===== config.mk =====
export PLATFORM = sky130hd
export DESIGN_NAME = vc3_path_monitor_sink
export DESIGN_NICKNAME = d
export VERILOG_FILES = /design/src/rtl/vc3_mon_pkg.sv /design/src/rtl/vc3_path_monitor_sink.sv
export SDC_FILE = /design/constraint.sdc
export NUM_CORES = 1
export LEC_CHECK = 0
export ABC_AREA = 1
export BUFFER_PORTS_ARGS = -buffer_cell sky130_fd_sc_hd__buf_2
export CAP_MARGIN = 20
export CORE_UTILIZATION = 51
export CTS_CLUSTER_SIZE = 28
export DETAILED_ROUTE_END_ITERATION = 10
export PLACE_DENSITY = 0.68
export SYNTH_ARGS = -nofsm -noshare
export SYNTH_HDL_FRONTEND = slang
export SYNTH_SLANG_ARGS = --single-unit

===== constraint.sdc =====
create_clock -name clk_sys_i -period 9.7 [get_ports clk_sys_i]
set_input_delay 0 -clock clk_sys_i [delete_from_list [all_inputs] [get_ports clk_sys_i]]
set_output_delay 0 -clock clk_sys_i [all_outputs]
set_load 0.005 [all_outputs]

===== src/rtl/vc3_mon_pkg.sv =====
`default_nettype none
package vc3_mon_pkg;
  // Frame geometry: 9 rows of 85 bytes, path overhead in the first column.
  localparam logic [9:0] FRAME_LAST = 10'h2FC;
  localparam logic [9:0] POS_J1     = 10'h000;
  localparam logic [9:0] POS_B3     = 10'h055;
  localparam logic [9:0] POS_C2     = 10'h0AA;
  localparam logic [9:0] POS_G1     = 10'h0FF;
  // Overhead codes, field positions inside the overhead bytes, and persistence and trace repeat counts.
  localparam logic [7:0] LABEL_AIS    = 8'hFF;
  localparam logic [7:0] LABEL_UNEQ   = 8'h00;
  localparam logic [3:0] REI_MAX      = 4'h8;
  localparam int         REI_LSB      = 4;
  localparam int         RDI_BIT      = 3;
  localparam logic [2:0] PERSIST      = 3'h5;
  localparam logic [1:0] TRACE_REPEAT = 2'h2;
  // Register byte offsets.
  localparam logic [7:0] ADR_CTRL     = 8'h00;
  localparam logic [7:0] ADR_EXPECT   = 8'h04;
  localparam logic [7:0] ADR_DEGRADE  = 8'h08;
  localparam logic [7:0] ADR_DEFECT   = 8'h0C;
  localparam logic [7:0] ADR_TRACE    = 8'h10;
  localparam logic [7:0] ADR_COUNT    = 8'h14;
  localparam logic [7:0] ADR_IRQ_STAT = 8'h18;
  localparam logic [7:0] ADR_IRQ_MASK = 8'h1C;
  // Control field positions.
  localparam int CTRL_MON     = 0;
  localparam int CTRL_TIM_DIS = 1;
  localparam int CTRL_SSF_REP = 2;
  localparam int CTRL_RDI_REP = 3;
  localparam int CTRL_CMP     = 4;
  // Interrupt status bit positions.
  localparam int IRQ_TSF = 0;
  localparam int IRQ_SEC = 1;
  localparam int IRQ_AIS = 2;
  // Reset values.
  localparam logic [4:0]  CTRL_RST    = 5'h00;
  localparam logic [23:0] DEGRADE_RST = 24'h010001;
endpackage
`default_nettype wire


===== src/rtl/vc3_path_monitor_sink.sv =====
// Chosen here: register access over Wishbone and the placing of the registers.
`timescale 1ns/1ps
`default_nettype none
// Function
// RQ1: Accept J1 trace, show it to management.
// RQ2: B3 parity over previous frame flags errors.
// RQ3: REI codes one to eight mean one error.
// RQ4: G1 bit five is remote defect flag.
// RQ5: G1 bits six to eight are ignored.
// RQ6: C2 label drives unequipped and alarm detection.
// RQ7: Defects cleared under server fail or alarm.
// RQ8: Management can disable trace mismatch detection.
// RQ9: Five all-ones C2 frames raise alarm defect.
// RQ10: Five other C2 frames clear alarm defect.
// RQ11: Trail fail and degrade outputs from defects.
// RQ12: Unequipped cause needs zero trace and monitoring.
// RQ13: Trace mismatch cause unless unequipped zero trace.
// RQ14: Degraded cause unless trace mismatch present.
// RQ15: Remote cause gated by mismatch, unequipped, enable.
// RQ16: Server fail cause gated by monitoring, enable.
// RQ17: Per-second defect seconds and block counts.
// RQ18: Monitored signal passes through unchanged.
// RQ19: Causes only while mode selects monitored.
module vc3_path_monitor_sink (
  input  wire logic        clk_sys_i,
  input  wire logic        rst_n_i,
  input  wire logic        ce_i,
  input  wire logic [7:0]  ci_data_i,
  input  wire logic        ci_clk_i,
  input  wire logic        ci_fs_i,
  input  wire logic        server_signal_fail_in_i,
  input  wire logic        one_second_i,
  input  wire logic        equipment_defect_i,
  input  wire logic        wb_cyc_i,
  input  wire logic        wb_stb_i,
  input  wire logic        wb_we_i,
  input  wire logic [7:0]  wb_adr_i,
  input  wire logic [3:0]  wb_sel_i,
  input  wire logic [31:0] wb_dat_i,
  output logic      [31:0] wb_dat_o,
  output logic             wb_ack_o,
  output logic             irq_o,
  output logic      [7:0]  ci_data_o,
  output logic             ci_clk_o,
  output logic             ci_fs_o,
  output logic             trail_signal_fail_o,
  output logic             trail_signal_degrade_o,
  output logic             unequipped_cause_o,
  output logic             trace_mismatch_cause_o,
  output logic             degraded_cause_o,
  output logic             remote_defect_cause_o,
  output logic             server_fail_cause_o,
  output logic      [7:0]  accepted_trace_o
);
  typedef struct packed {
    logic [7:0]  d1, d2;
    logic        ck1, ck2, ck3, fs1, fs2, ssf1, ssf2;
    logic        sec1, sec2, sec3, eq1, eq2;
    logic [7:0]  dat_o;
    logic        ck_o, fs_o;
    logic [9:0]  pos;
    logic [7:0]  par, par_prev;
    logic        par_valid;
    logic [7:0]  trace_cand, acc_trace;
    logic [1:0]  trace_same;
    logic [2:0]  ais_cnt, uneq_cnt, rdi_cnt;
    logic        ais, uneq, rdi, tim, deg, nb, fb;
    logic [15:0] nb_cnt, fb_cnt, nb_sec, fb_sec, deg_err;
    logic [7:0]  deg_run;
    logic        nds_acc, fds_acc, nds, fds;
    logic [4:0]  ctrl;
    logic [7:0]  exp_trace;
    logic [23:0] degcfg;
    logic [2:0]  irq_stat, irq_mask;
    logic        irq, ack;
    logic [31:0] rdat;
    logic        tsf, tsd, c_uneq, c_tim, c_deg, c_rdi, c_ssf;
  } state_t;

  state_t      s;
  state_t      n;
  logic [1:0]  rst_q;
  logic        rst_n;
  logic        ck_rise;
  logic        sec_tick;
  logic [9:0]  cur;
  logic        j1_stb, b3_stb, c2_stb, g1_stb;
  logic        ssf_ais;
  logic        uneq_zero;
  logic        req;
  logic [3:0]  rei;
  logic [31:0] lane_m;
  logic [31:0] rd_mux;

  // Counts frames that disagree with the held state; five in a row flip it.
  function automatic logic [3:0] persist(input logic [2:0] cnt,
                                         input logic       st,
                                         input logic       cond);
    logic [2:0] c;
    c = (cond != st) ? cnt + 3'h1 : 3'h0;
    if (c == vc3_mon_pkg::PERSIST) begin
      return {3'h0, ~st};
    end
    return {c, st};
  endfunction

  // Reset is released through two flops so every state flop leaves reset
  // on the same edge.
  always_ff @(posedge clk_sys_i or negedge rst_n_i) begin
    if (!rst_n_i) begin
      rst_q <= 2'h0;
    end else begin
      rst_q <= {rst_q[0], 1'h1};
    end
  end
  assign rst_n = rst_q[1];

  // Byte lane mask for writes.
  for (genvar g = 0; g < 4; g++) begin : g_lane
    assign lane_m[8*g +: 8] = {8{wb_sel_i[g]}};
  end

  // Strobes derived from synchronised link signals and the byte position.
  assign ck_rise   = s.ck2 & ~s.ck3;
  assign sec_tick  = s.sec2 & ~s.sec3;
  assign cur       = s.fs2 ? vc3_mon_pkg::POS_J1 : s.pos;
  assign j1_stb    = ck_rise && cur == vc3_mon_pkg::POS_J1;
  assign b3_stb    = ck_rise && cur == vc3_mon_pkg::POS_B3;
  assign c2_stb    = ck_rise && cur == vc3_mon_pkg::POS_C2;
  assign g1_stb    = ck_rise && cur == vc3_mon_pkg::POS_G1;
  assign ssf_ais   = s.ssf2 | s.ais;
  assign uneq_zero = s.uneq && s.acc_trace == 8'h00;
  assign req       = wb_cyc_i & wb_stb_i;
  assign rei       = s.d2[vc3_mon_pkg::REI_LSB +: 4]; // RQ5

  // Read data selection; unmapped offsets read as zero.
  always_comb begin
    case (wb_adr_i)
      vc3_mon_pkg::ADR_CTRL:     rd_mux = {27'h0, s.ctrl};
      vc3_mon_pkg::ADR_EXPECT:   rd_mux = {24'h0, s.exp_trace};
      vc3_mon_pkg::ADR_DEGRADE:  rd_mux = {8'h0, s.degcfg};
      vc3_mon_pkg::ADR_DEFECT:   rd_mux = {24'h0, s.nds, s.fds, s.rdi,
                                           s.tim, s.uneq, s.ais, s.tsd,
                                           s.tsf};
      vc3_mon_pkg::ADR_TRACE:    rd_mux = {24'h0, s.acc_trace};
      vc3_mon_pkg::ADR_COUNT:    rd_mux = {s.fb_sec, s.nb_sec};
      vc3_mon_pkg::ADR_IRQ_STAT: rd_mux = {29'h0, s.irq_stat};
      vc3_mon_pkg::ADR_IRQ_MASK: rd_mux = {29'h0, s.irq_mask};
      default:                   rd_mux = 32'h0;
    endcase
  end

  // Next state. The link clock is only sampled here, so a byte is taken
  // three system cycles after its edge; the 125 ns link period leaves the
  // data settled long before that.
  always_comb begin
    n      = s;
    n.d1   = ci_data_i;
    n.d2   = s.d1;
    n.ck1  = ci_clk_i;
    n.ck2  = s.ck1;
    n.ck3  = s.ck2;
    n.fs1  = ci_fs_i;
    n.fs2  = s.fs1;
    n.ssf1 = server_signal_fail_in_i;
    n.ssf2 = s.ssf1;
    n.sec1 = one_second_i;
    n.sec2 = s.sec1;
    n.sec3 = s.sec2;
    n.eq1  = equipment_defect_i;
    n.eq2  = s.eq1;
    n.dat_o = s.d2; // RQ18
    n.ck_o  = s.ck2; // RQ18
    n.fs_o  = s.fs2; // RQ18
    n.nb    = 1'h0;
    n.fb    = 1'h0;
    // Byte position and running parity over the whole frame.
    if (ck_rise) begin
      if (s.fs2) begin
        n.pos       = 10'h001;
        n.par_prev  = s.par; // RQ2
        n.par_valid = 1'h1;
        n.par       = s.d2;
      end else begin
        n.pos = (s.pos == vc3_mon_pkg::FRAME_LAST) ? 10'h000
                                                   : s.pos + 10'h001;
        n.par = s.par ^ s.d2; // RQ2
      end
    end
    // Trace byte is accepted after three identical arrivals.
    if (j1_stb) begin
      if (s.d2 == s.trace_cand) begin
        if (s.trace_same != vc3_mon_pkg::TRACE_REPEAT) begin
          n.trace_same = s.trace_same + 2'h1;
        end
        if (n.trace_same == vc3_mon_pkg::TRACE_REPEAT) begin
          n.acc_trace = s.d2; // RQ1
        end
      end else begin
        n.trace_cand = s.d2;
        n.trace_same = 2'h0;
      end
    end
    if (b3_stb) begin
      n.nb = s.par_valid & (s.d2 != s.par_prev); // RQ2
    end
    if (c2_stb) begin
      {n.ais_cnt, n.ais} = persist(s.ais_cnt, s.ais,
                                   s.d2 == vc3_mon_pkg::LABEL_AIS); // RQ9 RQ10 RQ6
      {n.uneq_cnt, n.uneq} = persist(s.uneq_cnt, s.uneq,
                                     s.d2 == vc3_mon_pkg::LABEL_UNEQ); // RQ6
    end
    if (g1_stb) begin
      n.fb = rei != 4'h0 && rei <= vc3_mon_pkg::REI_MAX; // RQ3
      {n.rdi_cnt, n.rdi} = persist(s.rdi_cnt, s.rdi,
                                   s.d2[vc3_mon_pkg::RDI_BIT]); // RQ4
    end
    // Server failure or path alarm suppresses the unequipped, remote and trace mismatch defects.
    if (ssf_ais) begin
      n.uneq     = 1'h0; // RQ7
      n.uneq_cnt = 3'h0;
      n.rdi      = 1'h0; // RQ7
      n.rdi_cnt  = 3'h0;
    end
    n.tim = s.ctrl[vc3_mon_pkg::CTRL_CMP] & ~s.ctrl[vc3_mon_pkg::CTRL_TIM_DIS]
          & (s.acc_trace != s.exp_trace) & ~ssf_ais; // RQ7 RQ8
    // Per-second accounting; a block flagged on the tick opens the next one.
    if (sec_tick) begin
      n.nb_sec  = s.nb_cnt; // RQ17
      n.fb_sec  = s.fb_cnt; // RQ17
      n.nb_cnt  = 16'(s.nb);
      n.fb_cnt  = 16'(s.fb);
      n.deg_err = 16'(s.nb);
      n.nds     = s.nds_acc | s.tsf | s.eq2; // RQ17
      n.fds     = s.fds_acc | s.rdi; // RQ17
      n.nds_acc = 1'h0;
      n.fds_acc = 1'h0;
      if ((s.deg_err >= s.degcfg[15:0]) != s.deg) begin
        n.deg_run = s.deg_run + 8'h01;
        if (n.deg_run >= s.degcfg[23:16]) begin
          n.deg     = ~s.deg; // RQ7
          n.deg_run = 8'h00;
        end
      end else begin
        n.deg_run = 8'h00;
      end
    end else begin
      n.nb_cnt  = s.nb_cnt + 16'(s.nb); // RQ17
      n.fb_cnt  = s.fb_cnt + 16'(s.fb); // RQ17
      n.deg_err = s.deg_err + 16'(s.nb);
      n.nds_acc = s.nds_acc | s.tsf | s.eq2;
      n.fds_acc = s.fds_acc | s.rdi;
    end
    // Consequent actions and fault causes.
    n.tsf    = ssf_ais | uneq_zero | s.tim; // RQ11
    n.tsd    = s.deg; // RQ11
    n.c_uneq = uneq_zero & s.ctrl[vc3_mon_pkg::CTRL_MON]; // RQ12 RQ19
    n.c_tim  = s.tim & ~uneq_zero & s.ctrl[vc3_mon_pkg::CTRL_MON]; // RQ13
    n.c_deg  = s.deg & ~s.tim & s.ctrl[vc3_mon_pkg::CTRL_MON]; // RQ14
    n.c_rdi  = s.rdi & ~uneq_zero & ~s.tim & s.ctrl[vc3_mon_pkg::CTRL_MON]
             & s.ctrl[vc3_mon_pkg::CTRL_RDI_REP]; // RQ15
    n.c_ssf  = ssf_ais & s.ctrl[vc3_mon_pkg::CTRL_MON]
             & s.ctrl[vc3_mon_pkg::CTRL_SSF_REP]; // RQ16
    // Bus: ack one cycle after the request; writes land on the ack edge.
    n.ack = req & ~s.ack;
    if (req && !s.ack) begin
      n.rdat = rd_mux;
    end
    if (req && s.ack && wb_we_i) begin
      case (wb_adr_i)
        vc3_mon_pkg::ADR_CTRL:
          n.ctrl = 5'(({27'h0, s.ctrl} & ~lane_m) | (wb_dat_i & lane_m));
        vc3_mon_pkg::ADR_EXPECT:
          n.exp_trace = 8'(({24'h0, s.exp_trace} & ~lane_m)
                           | (wb_dat_i & lane_m));
        vc3_mon_pkg::ADR_DEGRADE:
          n.degcfg = 24'(({8'h0, s.degcfg} & ~lane_m) | (wb_dat_i & lane_m));
        vc3_mon_pkg::ADR_IRQ_MASK:
          n.irq_mask = 3'(({29'h0, s.irq_mask} & ~lane_m)
                          | (wb_dat_i & lane_m));
        default: ;
      endcase
    end
    // Only bits that were actually returned are cleared, so an event that
    // lands between data capture and ack stays pending; set beats clear.
    n.irq_stat = s.irq_stat;
    if (req && s.ack && !wb_we_i
        && wb_adr_i == vc3_mon_pkg::ADR_IRQ_STAT) begin
      n.irq_stat = s.irq_stat & ~s.rdat[2:0];
    end
    n.irq_stat[vc3_mon_pkg::IRQ_TSF] = n.irq_stat[vc3_mon_pkg::IRQ_TSF]
                                      | (n.tsf & ~s.tsf);
    n.irq_stat[vc3_mon_pkg::IRQ_SEC] = n.irq_stat[vc3_mon_pkg::IRQ_SEC]
                                      | sec_tick;
    n.irq_stat[vc3_mon_pkg::IRQ_AIS] = n.irq_stat[vc3_mon_pkg::IRQ_AIS]
                                      | (n.ais & ~s.ais);
    n.irq = |(n.irq_stat & n.irq_mask);
  end

  // The single state register; clock enable low freezes everything.
  always_ff @(posedge clk_sys_i or negedge rst_n) begin
    if (!rst_n) begin
      s        <= '0;
      s.ctrl   <= vc3_mon_pkg::CTRL_RST;
      s.degcfg <= vc3_mon_pkg::DEGRADE_RST;
    end else if (ce_i) begin
      s <= n;
    end
  end

  assign wb_dat_o               = s.rdat;
  assign wb_ack_o               = s.ack;
  assign irq_o                  = s.irq;
  assign ci_data_o              = s.dat_o;
  assign ci_clk_o               = s.ck_o;
  assign ci_fs_o                = s.fs_o;
  assign trail_signal_fail_o    = s.tsf;
  assign trail_signal_degrade_o = s.tsd;
  assign unequipped_cause_o     = s.c_uneq;
  assign trace_mismatch_cause_o = s.c_tim;
  assign degraded_cause_o       = s.c_deg;
  assign remote_defect_cause_o  = s.c_rdi;
  assign server_fail_cause_o    = s.c_ssf;
  assign accepted_trace_o       = s.acc_trace;
endmodule
`default_nettype wire


Word-level counts from Yosys, hierarchy flattened
Cells that the tools add are included.

cells by class
  muxes and demuxes = 39
  add/subtract/negate cells = 9
  equal/unequal tests = 24
  order comparisons = 3
  bitwise gates (word level) = 57
  reductions and logical operators = 39

operators by type and width
  operator               number
  $pmux W32 S8           1
  $add A16 B1 Y16        3
  $and A24 B24 Y24       2
  $eq A8 B5 Y1 const B   4
  $mux W32               1
  $logic_not A8 Y1       3
  $mux W3                8
  $mux W4                6
  $not A24 Y24           1
  $or A24 B24 Y24        1
  $and A1 B1 Y1          21
  $reduce_and A3 Y1      7
  $eq A10 B8 Y1 const B  2
  $mux W10               2
  $mux W18               1
  $eq A8 B4 Y1 const B   2
  $ge A16 B16 Y1         1
  $mux W16               1
  $mux W8                2
  $ne A8 B8 Y1           2
  $mux W2                7
  $reduce_and A2 Y1      7
  $not A1 Y1             13
  $logic_and A1 B1 Y1    11
  32 further kinds       62

word-level totals
  input bits = 63
  logic and storage cells = 230
  register bits after elaboration = 276

Depth between registers and ports, before layout
  word-level depth = 12
  mapped depth = 15
  mapped depth without buffers = 15

Least setup slack after synthesis
Ideal clock, no wire load.

  path type = register -> register
  start = reg s[88] (netlist name)
  end = reg s[93] (netlist name)
  clock period less this slack = 2194 ps
  stages on the path, launching flop included = 15
  library setup time = 83 ps
  arrival = 2111 ps
  path slack = 7506 ps
  required time = 9617 ps
  path through = dfrtp_1 nand3_1 inv_1 nand4_1 nor2_1 or2_2 nand2_1 inv_1 ha_1 a21oi_1 o21a_1 nand4_1 nor2_1 nand3_1 o21ai_0

between the ends
  cells in the longest elaborated chain, start to end = 4

ends and longest elaborated chain
  item                    line                          RTL
  start, declared         vc3_path_monitor_sink.sv:80   state_t s;
  start signal, assigned  vc3_path_monitor_sink.sv:307  s <= n;
  $add A8 B1 Y8 *         vc3_path_monitor_sink.sv:239  n.deg_run = s.deg_run + 8'h01;
  $ge A8 B8 Y1            vc3_path_monitor_sink.sv:240  if (n.deg_run >= s.degcfg[23:16]) begin
  $mux W8 *               vc3_path_monitor_sink.sv:240
  $mux W8 *               vc3_path_monitor_sink.sv:238  if ((s.deg_err >= s.degcfg[15:0]) != s.deg) begin

Every way passes the cells marked *; elsewhere a longest branch is shown, timed or not.
A chain may end at the register's enable or synchronous reset.

==> impl_metrics.py <==
metrics = {
    "synthesis": {
        "synth_top_area_cell": "dfrtp_1",
        "yosysWarnings": 0,
        "synth_top_area_share_pct": 49.2,
        "synthesis.area_um2": 13900,
        "post_synth.cell_area_avg_um2": 8.29,
        "synth.distinct_cells": 54,
        "synth_cells": 1681,
        "ys_top_cells_by_area": "dfrtp_1 49%, nand2_1 12%, inv_1 5.3%",
        "synth_nets": 1781,
        "synth_edf_count": 0,
        "async_flop_share_pct": 100,
        "synth-main-ff-cell": "dfrtp_1",
        "synth-seq-cells": 276,
        "synth-seq-area-share_pct": 49.6,
    },
    "worst_setup_path": {
        "crit_path_end_kind": "flip-flop",
        "worst-path-max-fanout": 64,
        "crit_required_ns": 10.16,
        "reg2reg_depth": 14,
        "r2r-start": "s[88]",
        "path_class": "primary input to flip-flop",
        "rr_endpoint": "s[94]",
        "arrival_ns": 3.60,
        "r2r_slack_ns": 7.10,
        "start_kind": "primary input",
    },
    "drt": {
        "avgRoutedWirePerCell_um": 15.5,
        "drc": 0,
        "dr.pass1.iters": 5,
        "drt_wl_total_um": 33300,
        "drtAntennaViolNets": 0,
        "route.vias.total": 11400,
        "drt_iter0_drc": 894,
        "via_per_inst": 5.31,
    },
    "power_and_ir_drop": {
        "clockPowerShare_pct": 41.4,
        "power_density_nw_per_um2": 187,
        "switchingPower_uw": 776,
        "combinationalPowerShare_pct": 13.2,
        "sw_frac_of_total_pct": 26.1,
        "seq_power_share_pct": 45.4,
        "p_leak_nw": 7.92,
        "p_int_mw": 2.20,
        "max-vdd-ir-drop_mv": 0.175,
        "finalPower_mw": 2.98,
    },
    "timing": {
        "max-slew-margin-rel_pct": 37.7,
        "drv_slew": 0,
        "finalHoldViolCount": 0,
        "setup_viol": 0,
        "fmax_ghz": 0.318,
        "post-route-min-period_ns": 3.14,
        "tns_ns": 0,
        "rsz0062_at_grt": "false",
        "fin_worst_skew_ns": 0.00834,
        "post-route-period-util_pct": 32.4,
        "holdWs_ns": 0.0260,
        "worst_pin_slew_ns": 0.934,
    },
    "flow_run": {
        "drv_cap": 0,
    },
    "clocking": {
        "cts_buffers": 31,
        "clk-insertion-delay-late_ns": 0.54,
        "cts.htree.levels": 1,
        "ctsResizeCount": 0,
        "cts_sinks": 276,
        "cts_tree": "done",
        "clockBufferDepth": 3,
        "hold_buffers": 44,
        "post_cts_buffers": 0,
        "path_clk_slew_ns": 0.06,
        "cts-root-buf": "clkbuf_16",
    },
    "place": {
        "dp_hpwl_um": 23000,
        "io_buffer_count": 112,
        "gp_congestion": 0.912,
        "place_inst": 2040,
    },
    "global_routing": {
        "overflow": 0,
        "antenna_found_initial": 0,
        "grtUsageTotal_pct": 24.4,
        "grt_pass1_wl_um": 55600,
        "grt_pass1_vias": 11100,
        "grt_max_degree": 150,
    },
    "floorplanning": {
        "row_count": 60,
        "core_um2": 26900,
        "start_util_pct": 51.8,
        "die_y_um": 167,
        "chipWidth_um": 167,
        "boundaryPins": 122,
        "die_area_um2": 28000,
    },
    "cells_and_area": {
        "nets": 1876,
        "antenna_cells": 0,
        "syn2layout_area_growth_pct": 14.3,
        "final_common_cell": "nand2_1",
        "drive_above_1_share_pct": 12.6,
        "instances_no_fill": 2140,
        "final_cell_mix": "456 x nand2_1, 273 x dfrtp_1, 197 x inv_1",
        "final_core_util_pct": 59.2,
    },
    "run_status": {
        "outcome": "complete, no violations",
    },
    "hold_path": {
        "hold_path_class": "primary input to flip-flop",
        "min_from": "wb_sel_i[2]",
        "hold_depth": 3,
    },
}
-- final cells by class --
type | count | area (µm²)
Clock buffer | 46 | 912
Clock inverter | 10 | 178
Fill cell | 2382 | 11000
Inverter | 202 | 758
Multi-Input combinational cell | 1100 | 5650
Sequential cell | 276 | 6910
Tap cell | 341 | 427
Timing Repair Buffer | 165 | 1080
-- metrics by stage --
stage | area (µm²) | worst slack, ns
floorplan | 13900 | 1.44
CTS | 15900 | 6.61
finish | 15900 | 6.56
global route | 15900 | 6.29
global placement | 14400 | 6.84
detailed placement | 14400 | 6.80
-- power by group through the flow --
| stage | combinational (mW) | sequential [mW] | clock [mW] |
|---|---|---|---|
| 2_1_floorplan | 0.293 | 1.36 | 0 |
| 3_3_place_gp | 0.369 | 1.37 | 0 |
| 3_5_place_dp | 0.379 | 1.37 | 0 |
| 4_1_cts | 0.395 | 1.35 | 1.26 |
| 5_1_grt | 0.449 | 1.37 | 1.30 |
| 6_report | 0.392 | 1.35 | 1.23 |
-- synthesized netlist by cell type (8+ instances only) --
master / count
nand2_1: 456
dfrtp_1: 274
inv_1: 197
o21ai_0: 134
nor2_1: 110
nand3_1: 69
a21oi_1: 61
buf_4: 50
ha_1: 37
nor3_1: 36
clkbuf_1: 32
o22ai_1: 29
xnor2_1: 26
nand4_1: 25
o31ai_1: 20
buf_2: 11
xor2_1: 11
o21ai_2: 10
mux2_2: 8
o21ai_1: 8
-- worst max path at each step --
| stage | start | end | cells past startpoint |
|---|---|---|---|
| 5_1_grt | ce_i | flip-flop | 10 |
| 4_1_cts | ce_i | flip-flop | 10 |
| 2_1_floorplan | rst_q[1] | asynchronous set/reset pin | 0 |
| 6_report | ce_i | flip-flop | 10 |
| 3_5_place_dp | ce_i | s[93] | 9 |
| 3_3_place_gp | ce_i | s[94] | 9 |
-- kinds of logic (layout without fill, tap and decap cells) --
family,after synthesis,count (layout),share of synthesized area (%)
DFF,276,276,49.6
other,1,1,0.0269
xor gates and xnor gates,38,38,2.44
AOI/OAI and AO/OA,279,279,11.3
muxes,8,8,0.647
buffers and inverters,305,423,9.90
adders and majority gates,37,37,3.32
and+or+nand+nor,737,737,22.8
-- layer usage --
metal | global-route usage, % | vias to the layer above | wire length, µm
li1 | - | 5587 | -
met3 | 2.69 | 73 | 1420
met1 | 32.8 | 5446 | 15000
met4 | 8.62 | 0 | 1140
met5 | 0 | - | 0
met2 | 41.0 | 263 | 15700
-- worst max-delay path: stages --
cell and delay [ns]:
dlygate4sd3_1 0.53, buf_2 0.31, buf_4 0.62, inv_2 0.12
buf_4 0.38, nor3_2 0.46, nand2_1 0.38, nor2_1 0.17
dlygate4sd3_1 0.56, a21oi_1 0.04
Power figures use the tool's default switching activity.
